`src/design/acc_pkg.sv`:
```
// package: register map, fields, encodings and timing counts for the converter
package acc_pkg;
  // register byte addresses
  localparam logic [11:0] OFF_SC1  = 12'h000;
  localparam logic [11:0] OFF_CFG  = 12'h004;
  localparam logic [11:0] OFF_RH   = 12'h008;
  localparam logic [11:0] OFF_RL   = 12'h00C;
  localparam logic [11:0] OFF_CVH  = 12'h010;
  localparam logic [11:0] OFF_CVL  = 12'h014;
  localparam logic [11:0] OFF_PD1  = 12'h018;
  localparam logic [11:0] OFF_PD2  = 12'h01C;
  localparam logic [11:0] OFF_PD3  = 12'h020;
  localparam logic [11:0] OFF_SC2  = 12'h024;
  // status_control_one fields
  localparam int SC1_CONVERSION_COMPLETE_FLAG = 7;
  localparam int SC1_CONVERSION_IRQ_ENABLE = 6;
  localparam int SC1_CONT = 5;
  localparam int SC1_CH_HI = 4;
  // sc2 fields
  localparam int SC2_ACT  = 7;
  localparam int SC2_TRG  = 6;
  localparam int SC2_COMPARE_ENABLE = 5;
  localparam int SC2_ACFGT = 4;
  // configuration fields
  localparam int CFG_DIV_LO = 5;
  localparam int CFG_MODE_LO = 2;
  localparam int CFG_CLK_LO = 0;
  // reset values
  localparam logic [4:0] CH_OFF     = 5'h1F;
  localparam logic [7:0] PD_RESET   = 8'h00;
  localparam logic [7:0] CFG_RESET  = 8'h00;
  // encodings
  localparam logic [1:0] CLK_BUS    = 2'h0;
  localparam logic [1:0] CLK_BUS2   = 2'h1;
  localparam logic [1:0] CLK_ALT    = 2'h2;
  localparam logic [1:0] CLK_ASYNC  = 2'h3;
  localparam logic [1:0] MODE_8     = 2'h0;
  localparam logic [1:0] MODE_12    = 2'h1;
  localparam logic [1:0] MODE_10    = 2'h2;
  // timing: conversion length in converter clocks, and input synchronizer depth in flops
  localparam logic [5:0] SAMPLE_CK  = 6'h04;
  localparam logic [3:0] BITS_FULL  = 4'hC;
  localparam logic [3:0] BITS_8     = 4'h9;
  localparam logic [2:0] SYNC_DEPTH = 3'h3;

  typedef enum logic [2:0] {
    ST_IDLE   = 3'b001,
    ST_SAMPLE = 3'b010,
    ST_CONV   = 3'b100
  } acc_state_t;

  typedef struct packed {
    logic [31:0] prdata;
    logic        pready;
    logic        pslverr;
  } acc_apb_rsp_t;

  typedef struct packed {
    logic [7:0] sc1;
    logic [7:0] sc2;
    logic [7:0] cfg;
    logic [7:0] cvh;
    logic [7:0] cvl;
    logic [7:0] rh;
    logic [7:0] rl;
    logic [7:0] pd1;
    logic [7:0] pd2;
    logic [7:0] pd3;
  } acc_regs_t;
endpackage

```
`src/design/acc_top.sv`:
```
// converter control: registers, clock divide, triggers, sequencing, results
// Notes on behaviour
// - mid pin register: bit n disables port control of channel n+8
// - high pin register: bit 7..0 for channels 23..16; zero keeps port
// - disabled pin: driver off, input and pullup off, port read zero
// - converter disabled in reset and while channel select is all ones
// - after a finished conversion with nothing pending, sit idle
// - approximation gives 12 bits in 12/10-bit mode, 9 bits in 8-bit
// - 10-bit rounds across both result registers; 8-bit rounds into low
// - result written sets complete flag; irq only if enable set then
// - compare runs whenever compare enable is set, in every mode
// - four clock sources selectable; bus clock after reset
// - halved bus clock then divider gives up to divide by sixteen
// - internal async clock keeps running in wait and stop3
// - divide field gives one, two, four or eight
// - trigger enable set: rising edge of trigger input starts conversion
// - trigger edge during a conversion is ignored
// - continuous hardware mode: only the first edge counts
// - software mode: write to status one with live channel starts
// - continuous mode restarts after each transfer until aborted
// - high read without low read blocks transfer in 12/10-bit mode (not 8-bit), no flag, result lost
// - single with compare false: blocking moot, conversion stops
// - other blocked transfers start another conversion
// - clock select codes: bus, bus/2, alternate, internal async
// - divide codes 00..11 give 1, 2, 4, 8
// - mode codes: 00 8-bit, 01 12-bit, 10 10-bit, 11 reserved
//
// Chosen here: register access over APB and the register offsets.
`timescale 1ns/1ps
module acc_top
  import acc_pkg::*;
#(
  parameter int unsigned NPIN = 24
) (
  input  wire logic              clk_i,
  input  wire logic              rstn_i,
  input  wire logic              psel_i,
  input  wire logic              penable_i,
  input  wire logic              pwrite_i,
  input  wire logic [11:0]       paddr_i,
  input  wire logic [31:0]       pwdata_i,
  output logic      [31:0]       prdata_o,
  output logic                   pready_o,
  output logic                   pslverr_o,
  input  wire logic              alt_clk_i,
  input  wire logic              async_clk_i,
  input  wire logic              hw_trigger_input_i,
  input  wire logic              cmp_bit_i,
  output logic                   conv_irq_o,
  output logic                   async_clk_run_o,
  output logic                   conv_busy_o,
  output logic                   sample_o,
  output logic      [4:0]        chan_o,
  output logic      [11:0]       trial_o,
  output logic      [NPIN-1:0]   pin_analog_o
);
  if (NPIN != 24) begin : g_npin_check
    $error("acc_top supports exactly 24 pins");
  end

  typedef struct packed {
    acc_regs_t     r;
    acc_state_t    st;
    logic [3:0]    bitn;
    logic [5:0]    samp;
    logic [11:0]   sar;
    logic [3:0]    div;
    logic [2:0]    syn_alt;
    logic [2:0]    syn_async;
    logic [2:0]    syn_trg;
    logic          trg_lvl;
    logic          alt_lvl;
    logic          async_lvl;
    logic          rh_lock;
    logic          cont_armed;
    logic          irq;
    logic          busy;
    logic          in_sample;
    logic          async_run;
    acc_apb_rsp_t  rsp;
  } acc_st_t;

  acc_st_t q;
  acc_st_t d;

  logic        acc_w;
  logic        acc_r;
  logic [7:0]  wb;
  logic        live;
  logic        ck_src;
  logic        ck_tick;
  logic [3:0]  div_max;
  logic [3:0]  ck_lim;
  logic [3:0]  bit_lo;
  logic [11:0] sar_fin;
  logic [12:0] rnd;
  logic [11:0] res;
  logic [12:0] diff;
  logic [11:0] cv;
  logic        cmp_ok;
  logic        trg_rise;
  logic        done;
  logic        restart;
  logic        do_start;
  logic        cfg_wr;

  always_comb begin
    d = q;
    acc_w = psel_i && penable_i && pwrite_i && !q.rsp.pready;
    acc_r = psel_i && penable_i && !pwrite_i && !q.rsp.pready;
    wb = pwdata_i[7:0];
    d.rsp.pready = psel_i && penable_i && !q.rsp.pready;
    d.rsp.pslverr = 1'b0;
    d.rsp.prdata = 32'h0000_0000;
    live = q.r.sc1[SC1_CH_HI:0] != CH_OFF;
    // level inputs cross on three flops; second and third must agree
    d.syn_alt = {q.syn_alt[1:0], alt_clk_i};
    d.syn_async = {q.syn_async[1:0], async_clk_i};
    d.syn_trg = {q.syn_trg[1:0], hw_trigger_input_i};
    if (q.syn_alt[2] == q.syn_alt[1]) d.alt_lvl = q.syn_alt[2];
    if (q.syn_async[2] == q.syn_async[1]) d.async_lvl = q.syn_async[2];
    if (q.syn_trg[2] == q.syn_trg[1]) d.trg_lvl = q.syn_trg[2];
    trg_rise = (q.syn_trg[2] == q.syn_trg[1]) && q.syn_trg[2] && !q.trg_lvl;
    // source pick, then the programmable divider
    unique case (q.r.cfg[CFG_CLK_LO+:2])
      CLK_BUS:  ck_src = 1'b1;
      CLK_BUS2: ck_src = 1'b1;
      CLK_ALT:  ck_src = d.alt_lvl && !q.alt_lvl;
      CLK_ASYNC: ck_src = d.async_lvl && !q.async_lvl;
    endcase
    unique case (q.r.cfg[CFG_DIV_LO+:2])
      2'h0: div_max = 4'h0;
      2'h1: div_max = 4'h1;
      2'h2: div_max = 4'h3;
      2'h3: div_max = 4'h7;
    endcase
    // halving folded into the count: twice the divider, up to sixteen
    ck_lim = div_max;
    if (q.r.cfg[CFG_CLK_LO+:2] == CLK_BUS2)
      ck_lim = {div_max[2:0], 1'b1};
    ck_tick = 1'b0;
    if (ck_src) begin
      ck_tick = q.div >= ck_lim;
      d.div = ck_tick ? 4'h0 : q.div + 4'h1;
    end
    // 8-bit mode runs the top nine trial bits so the trial keeps full scale
    bit_lo = 4'h0;
    if (q.r.cfg[CFG_MODE_LO+:2] == MODE_8)
      bit_lo = BITS_FULL - BITS_8;
    // last trial decision folds in before the result is shaped
    sar_fin = q.sar;
    if (!cmp_bit_i)
      sar_fin[q.bitn] = 1'b0;
    // result shaping
    unique case (q.r.cfg[CFG_MODE_LO+:2])
      MODE_10: begin
        rnd = {1'b0, sar_fin} + 13'h0002;
        res = rnd[12] ? 12'h3FF : {2'h0, rnd[11:2]};
      end
      MODE_8: begin
        rnd = {4'h0, sar_fin[11:3]} + 13'h0001;
        res = rnd[9] ? 12'h0FF : {4'h0, rnd[8:1]};
      end
      default: begin
        rnd = {1'b0, sar_fin};
        res = sar_fin;
      end
    endcase
    cv = {q.r.cvh[3:0], q.r.cvl};
    if (q.r.cfg[CFG_MODE_LO+:2] == MODE_8) cv = {4'h0, q.r.cvl};
    diff = {1'b0, res} - {1'b0, cv};
    cmp_ok = !q.r.sc2[SC2_COMPARE_ENABLE] ||
             (q.r.sc2[SC2_ACFGT] ? !diff[12] : diff[12]);
    done = (q.st == ST_CONV) && ck_tick && (q.bitn == bit_lo);
    restart = 1'b0;
    d.irq = 1'b0;
    // sequencer
    unique case (q.st)
      ST_IDLE: ;
      ST_SAMPLE: if (ck_tick) begin
        d.samp = q.samp - 6'h01;
        if (q.samp == 6'h01) begin
          d.st = ST_CONV;
          d.bitn = BITS_FULL - 4'h1;
          d.sar = 12'h000;
          d.sar[d.bitn] = 1'b1;
        end
      end
      ST_CONV: if (ck_tick) begin
        d.sar = sar_fin;
        if (q.bitn != bit_lo) begin
          d.bitn = q.bitn - 4'h1;
          d.sar[q.bitn - 4'h1] = 1'b1;
        end
      end
    endcase
    if (done) begin
      d.st = ST_IDLE;
      if (!cmp_ok && !q.r.sc1[SC1_CONT]) begin
        restart = 1'b0;
      end else if (q.rh_lock && q.r.cfg[CFG_MODE_LO+:2] != MODE_8) begin
        restart = 1'b1;
      end else begin
        if (cmp_ok) begin
          d.r.rh = {4'h0, (q.r.sc2[SC2_COMPARE_ENABLE] ? diff[11:8] : res[11:8])};
          d.r.rl = q.r.sc2[SC2_COMPARE_ENABLE] ? diff[7:0] : res[7:0];
          d.r.sc1[SC1_CONVERSION_COMPLETE_FLAG] = 1'b1;
          d.irq = q.r.sc1[SC1_CONVERSION_IRQ_ENABLE];
        end
        restart = q.r.sc1[SC1_CONT];
      end
    end
    do_start = restart;
    if (trg_rise && q.r.sc2[SC2_TRG] && q.st == ST_IDLE && !done &&
        !q.cont_armed) begin
      do_start = 1'b1;
      d.cont_armed = q.r.sc1[SC1_CONT];
    end
    // register writes; any config write aborts the conversion
    cfg_wr = 1'b0;
    if (acc_w) begin
      unique case (paddr_i)
        OFF_SC1: begin
          d.r.sc1 = {1'b0, wb[6:0]};
          d.cont_armed = 1'b0;
          d.st = ST_IDLE;
          do_start = !q.r.sc2[SC2_TRG] && (wb[4:0] != CH_OFF);
        end
        OFF_SC2: begin
          d.r.sc2 = {1'b0, wb[6:0]};
          cfg_wr = 1'b1;
        end
        OFF_CFG: begin
          d.r.cfg = wb;
          cfg_wr = 1'b1;
        end
        OFF_CVH: begin
          d.r.cvh = wb;
          cfg_wr = 1'b1;
        end
        OFF_CVL: begin
          d.r.cvl = wb;
          cfg_wr = 1'b1;
        end
        OFF_PD1: d.r.pd1 = wb;
        OFF_PD2: d.r.pd2 = wb;
        OFF_PD3: d.r.pd3 = wb;
        OFF_RH, OFF_RL: ;
        default: d.rsp.pslverr = 1'b1;
      endcase
    end
    if (cfg_wr) begin
      d.st = ST_IDLE;
      d.cont_armed = 1'b0;
      do_start = 1'b0;
    end
    if (do_start &&
        (acc_w && paddr_i == OFF_SC1 ? wb[4:0] != CH_OFF : live)) begin
      d.st = ST_SAMPLE;
      d.samp = SAMPLE_CK;
    end
    if (acc_r) begin
      unique case (paddr_i)
        OFF_SC1: d.rsp.prdata[7:0] = q.r.sc1;
        OFF_SC2: d.rsp.prdata[7:0] = {q.st != ST_IDLE, q.r.sc2[6:0]};
        OFF_CFG: d.rsp.prdata[7:0] = q.r.cfg;
        OFF_CVH: d.rsp.prdata[7:0] = q.r.cvh;
        OFF_CVL: d.rsp.prdata[7:0] = q.r.cvl;
        OFF_RH: begin
          d.rsp.prdata[7:0] = q.r.rh;
          d.rh_lock = q.r.cfg[CFG_MODE_LO+:2] != MODE_8;
        end
        OFF_RL: begin
          d.rsp.prdata[7:0] = q.r.rl;
          d.rh_lock = 1'b0;
          if (!(done && d.r.sc1[SC1_CONVERSION_COMPLETE_FLAG] && !q.r.sc1[SC1_CONVERSION_COMPLETE_FLAG]))
            d.r.sc1[SC1_CONVERSION_COMPLETE_FLAG] = 1'b0;
        end
        OFF_PD1: d.rsp.prdata[7:0] = q.r.pd1;
        OFF_PD2: d.rsp.prdata[7:0] = q.r.pd2;
        OFF_PD3: d.rsp.prdata[7:0] = q.r.pd3;
        default: d.rsp.pslverr = 1'b1;
      endcase
    end
    if (!live && !(acc_w && paddr_i == OFF_SC1)) d.st = ST_IDLE;
    // status outputs kept in flops, in step with the state they mirror
    d.busy = d.st != ST_IDLE;
    d.in_sample = d.st == ST_SAMPLE;
    d.async_run = d.r.cfg[CFG_CLK_LO+:2] == CLK_ASYNC;
  end

  always_ff @(posedge clk_i) begin
    if (!rstn_i) begin
      q <= '0;
      q.st <= ST_IDLE;
      q.r.sc1 <= {3'h0, CH_OFF};
      q.r.cfg <= CFG_RESET;
      q.r.pd1 <= PD_RESET;
      q.r.pd2 <= PD_RESET;
      q.r.pd3 <= PD_RESET;
    end else begin
      q <= d;
    end
  end

  assign prdata_o = q.rsp.prdata;
  assign pready_o = q.rsp.pready;
  assign pslverr_o = q.rsp.pslverr;
  assign conv_irq_o = q.irq;
  assign async_clk_run_o = q.async_run;
  assign conv_busy_o = q.busy;
  assign sample_o = q.in_sample;
  assign chan_o = q.r.sc1[SC1_CH_HI:0];
  assign trial_o = q.sar;
  // pin pad control: high forces driver off, input and pullup off, read zero
  assign pin_analog_o = {q.r.pd3, q.r.pd2, q.r.pd1};
endmodule

```
`config.mk`:
```
export PLATFORM = sky130hd
export DESIGN_NAME = acc_top
export DESIGN_NICKNAME = d
export VERILOG_FILES = /design/src/design/acc_pkg.sv /design/src/design/acc_top.sv
export SDC_FILE = /design/constraint.sdc
export NUM_CORES = 1
export LEC_CHECK = 0
export BUFFER_PORTS_ARGS = -buffer_cell sky130_fd_sc_hd__buf_2
export CORE_ASPECT_RATIO = 1.4
export CORE_UTILIZATION = 50
export DETAILED_ROUTE_END_ITERATION = 12
export PLACE_DENSITY_LB_ADDON = 0.3
export SYNTH_ARGS = -nofsm -noshare
export SYNTH_HDL_FRONTEND = slang
export SYNTH_SLANG_ARGS = --single-unit
export TNS_END_PERCENT = 1
```
`constraint.sdc`:
```
create_clock -name clk_i -period 11.6 [get_ports clk_i]
set_input_delay 1.16 -clock clk_i [delete_from_list [all_inputs] [get_ports clk_i]]
set_output_delay 1.16 -clock clk_i [all_outputs]
set_load 0.05 [all_outputs]
```
==> flow_summary.json <==
{
  "num_antenna_cells": 0,
  "seq_area_frac_synth": 0.3289,
  "clockRootBuffer": "clkbuf_16",
  "yosys_warnings": 0,
  "report.final.slew_viol_count": 0,
  "tns_ns": 0,
  "critical-path-top-delay-family": "compound AO/OA/AOI/OAI gates",
  "post_cts_buffers": 0,
  "final_cell_mix": "dfxtp_1 (132), nor2_1 (115), nand2_1 (100)",
  "slew_headroom": 0.2097,
  "h-tree-depth": 4,
  "grt_max_degree": 100,
  "synth-seq-cells": 132,
  "grt.overflow.total": 0,
  "post_route_cells_drive_above_1_share": 0.1609,
  "post-route-min-period_ns": 5.542,
  "critPathMaxFanout": 22,
  "p_leak_nw": 3.334,
  "cp_cell_sequence": "buf_2, or2_2, o21ai_0, inv_1, ha_1, nand4_1, nor2_1, a211o_1, and3_1, ha_1, a21o_1, a31o_2, mux2i_1, a211oi_2, and3_1, o221ai_1, a21oi_1",
  "grt_pass1_wl_um": 33690,
  "yosys.area.top_type_share": 0.3289,
  "start_kind": "primary input",
  "final_common_cell": "dfxtp_1",
  "drcViolationCount": 0,
  "postLayoutCoreUtil": 0.5494,
  "synthCells": 964,
  "dr_wl_met3_um": 1188,
  "die_w_um": 109.1,
  "peakVddDrop_v": 0.00009352,
  "reg2reg_slack_ns": 6.15,
  "cpPeakStageDelay_ns": 0.77,
  "hold_path.class": "reg -> reg",
  "rr_endpoint": "q[114]$_SDFFE_PN0P_",
  "cts.sinks": 132,
  "setup_ws_ns": 6.058,
  "dr.pass1.iters": 8,
  "grt_usage": 0.2618,
  "cts_hold_buf": 0,
  "drv_cap": 0,
  "period_share": 0.4778,
  "dr_wl_met2_um": 10680,
  "path_clk_slew_ns": 0.06,
  "synth_edf_count": 0,
  "cts_buffers": 17,
  "hpwl_um": 15560,
  "antenna_found_initial": 0,
  "hold_violations": 0,
  "start_util": 0.5125,
  "crit_buf_inv": 2,
  "path_class": "in -> reg",
  "hold_path_end": "d[48]$_SDFF_PN0_",
  "rr_startpoint": "q[74]$_SDFFE_PN0P_",
  "drt_wl_total_um": 21400,
  "yosys.area.top_type": "dfxtp_1",
  "skew_ns": 0.008849,
  "fp.dieH_um": 152.0,
  "clock_latency_ns": 0.43,
  "fmax_mhz": 180.4,
  "vias_per_cell": 5.913,
  "wl_met1_um": 8724,
  "rows": 54,
  "syn_area_per_cell_um2": 8.334,
  "vias": 6966,
  "cp.arrival_ns": 5.89,
  "ctsResizeCount": 0,
  "tritoncts": "done",
  "nets": 1053,
  "clock_path_buffers": 2,
  "wl_per_cell_um": 18.16,
  "endpoint_kind": "register",
  "netlist_area_um2": 8034,
  "gp_congestion": 0.9255,
  "status": "finished, final reports clean",
  "power.density_nw_per_um2": 117.7,
  "num_io_pins": 132,
  "min-delay-start": "d[47]$_SDFF_PN0_",
  "die_area_um2": 16590,
  "core_um2": 15680,
  "slowest_stage": "and3_1",
  "post-place-ws_ns": 5.683,
  "reg2regPathDepth": 18,
  "area_growth_pct": 7.195,
  "ant_nets": 0,
  "worstSetupStartpoint": "cmp_bit_i",
  "rsz0062_at_grt": "false",
  "io_buffers": 83,
  "worstMarginPinSlew_ns": 1.156,
  "drtIter0Drc": 572,
  "synthArstFlopShare": 0,
  "topRoutingLayerUsed": "met4",
  "synth_ff_type": "dfxtp_1",
  "grt_pass1_vias": 6388,
  "synth_cell_types": 87,
  "setup_viol": 0,
  "worst_ep_required_time_ns": 11.94,
  "hold_depth": 1,
  "synth_area_leaders": "dfxtp_1 (33%), buf_4 (7.0%), mux2i_1 (6.6%)"
}
-- worst max path at each step --
stage	endpoint	slack [ns]	cells after the start
5_1_grt	q[114]$_SDFFE_PN0P_	5.61	17
4_1_cts	q[114]$_SDFFE_PN0P_	6.09	17
6_report	q[114]$_SDFFE_PN0P_	6.06	17
3_3_place_gp	q[114]$_SDFFE_PN0P_	5.69	17
2_1_floorplan	q[105]$_SDFFE_PN0P_	6.85	18
3_5_place_dp	q[114]$_SDFFE_PN0P_	5.68	17
-- synthesized netlist by cell type, types with 4 or more instances --
cell	n
buf_2	11
nor2b_1	8
nand2_1	100
a222oi_1	10
nand2b_1	13
mux2i_1	53
xnor2_1	13
a311oi_1	9
inv_1	23
a22oi_1	21
a21o_1	11
nor4_1	6
mux2_2	8
a31oi_1	8
dfxtp_1	132
nand3b_1	4
o21ai_0	27
and2_1	20
nor2_1	115
nor3_1	20
and3_1	15
nand4_1	6
a41oi_1	4
or3_1	10
nand3_1	21
a21oi_1	42
ha_1	29
a22o_1	6
o2111ai_1	5
xor2_1	7
a211oi_1	5
buf_4	75
o22ai_1	4
o21a_1	5
or2_2	4
clkbuf_1	36
o211ai_1	7
-- metal layers --
layer / GRT usage / vias up
li1: - / 3374
met1: 0.3034 / 3269
met3: 0.04891 / 51
met4: 0.1281 / 0
met2: 0.4513 / 272
met5: 0 / -
-- state kept, by name (all words and copies together) (netlist names) --
signal           count
d                    6
trial_o             12
conv_busy_o          1
q                   71
async_clk_run_o      1
pslverr_o            1
pin_analog_o        24
prdata_o             8
pready_o             1
conv_irq_o           1
chan_o               5
sample_o             1
-- layout make-up --
type	instances	area, um2
clock inverter	13	122.6
inverter	24	90.09
sequential	132	2643
tap	196	245.2
timing repair buffer	86	437.9
multi-input combinational	709	4634
clock buffer	18	439.2
fill	1443	7063
-- stage by stage --
step | cells | hold slack (ns) | total power [mW] | area [um2]
after CTS | 1178 | 0.4350 | 1.022 | 8612
final | 1178 | 0.4317 | 1.014 | 8612
after global routing | 1178 | 0.4379 | 1.042 | 8612
after global placement | 1147 | 0.4174 | 0.5092 | 8050
after floorplan | 987 | 0.4119 | 0.5057 | 8120
after detailed placement | 1147 | 0.4196 | 0.5094 | 8050
-- power by group --
group / leakage, nW / switching, mW / internal [mW] / total (mW)
Combinational: 1.99 / 0.0367 / 0.00731 / 0.0440
Sequential: 1.06 / 0.000733 / 0.455 / 0.456
Clock: 0.278 / 0.212 / 0.302 / 0.514
-- worst reg2reg max path, stage by stage (launching register included) --
cell and delay (ns):
dfxtp_1 0.41, inv_1 0.17, ha_1 0.29, or4bb_1 0.57, nand2_2 0.23, nor4_4 0.09, a21oi_1 0.36, nand2b_1 0.16
o211ai_1 0.12, ha_1 0.19, inv_1 0.05, fa_1 0.42, a211oi_1 0.34, o211ai_1 0.20, nand3_1 0.17, mux2i_1 0.34
and3_1 0.79, o221ai_1 0.29, a21oi_1 0.19
-- logic make-up (layout without fill, tap and decap cells) --
kind of cell             Yosys count  after routing  share of synthesized area
AO/OA/AOI/OAI                    201            201                     0.1813
buffers and inverters            146            141                     0.1050
other                              1             24                  0.0004668
multiplexers                      62             62                    0.07912
XOR/XNOR                          20             20                    0.02180
flip-flops                       132            132                     0.3289
adder cells (fa/ha/maj)           30             30                    0.04766
AND/OR/NAND/NOR                  372            372                     0.2358
Power figures use the tool's default switching activity.
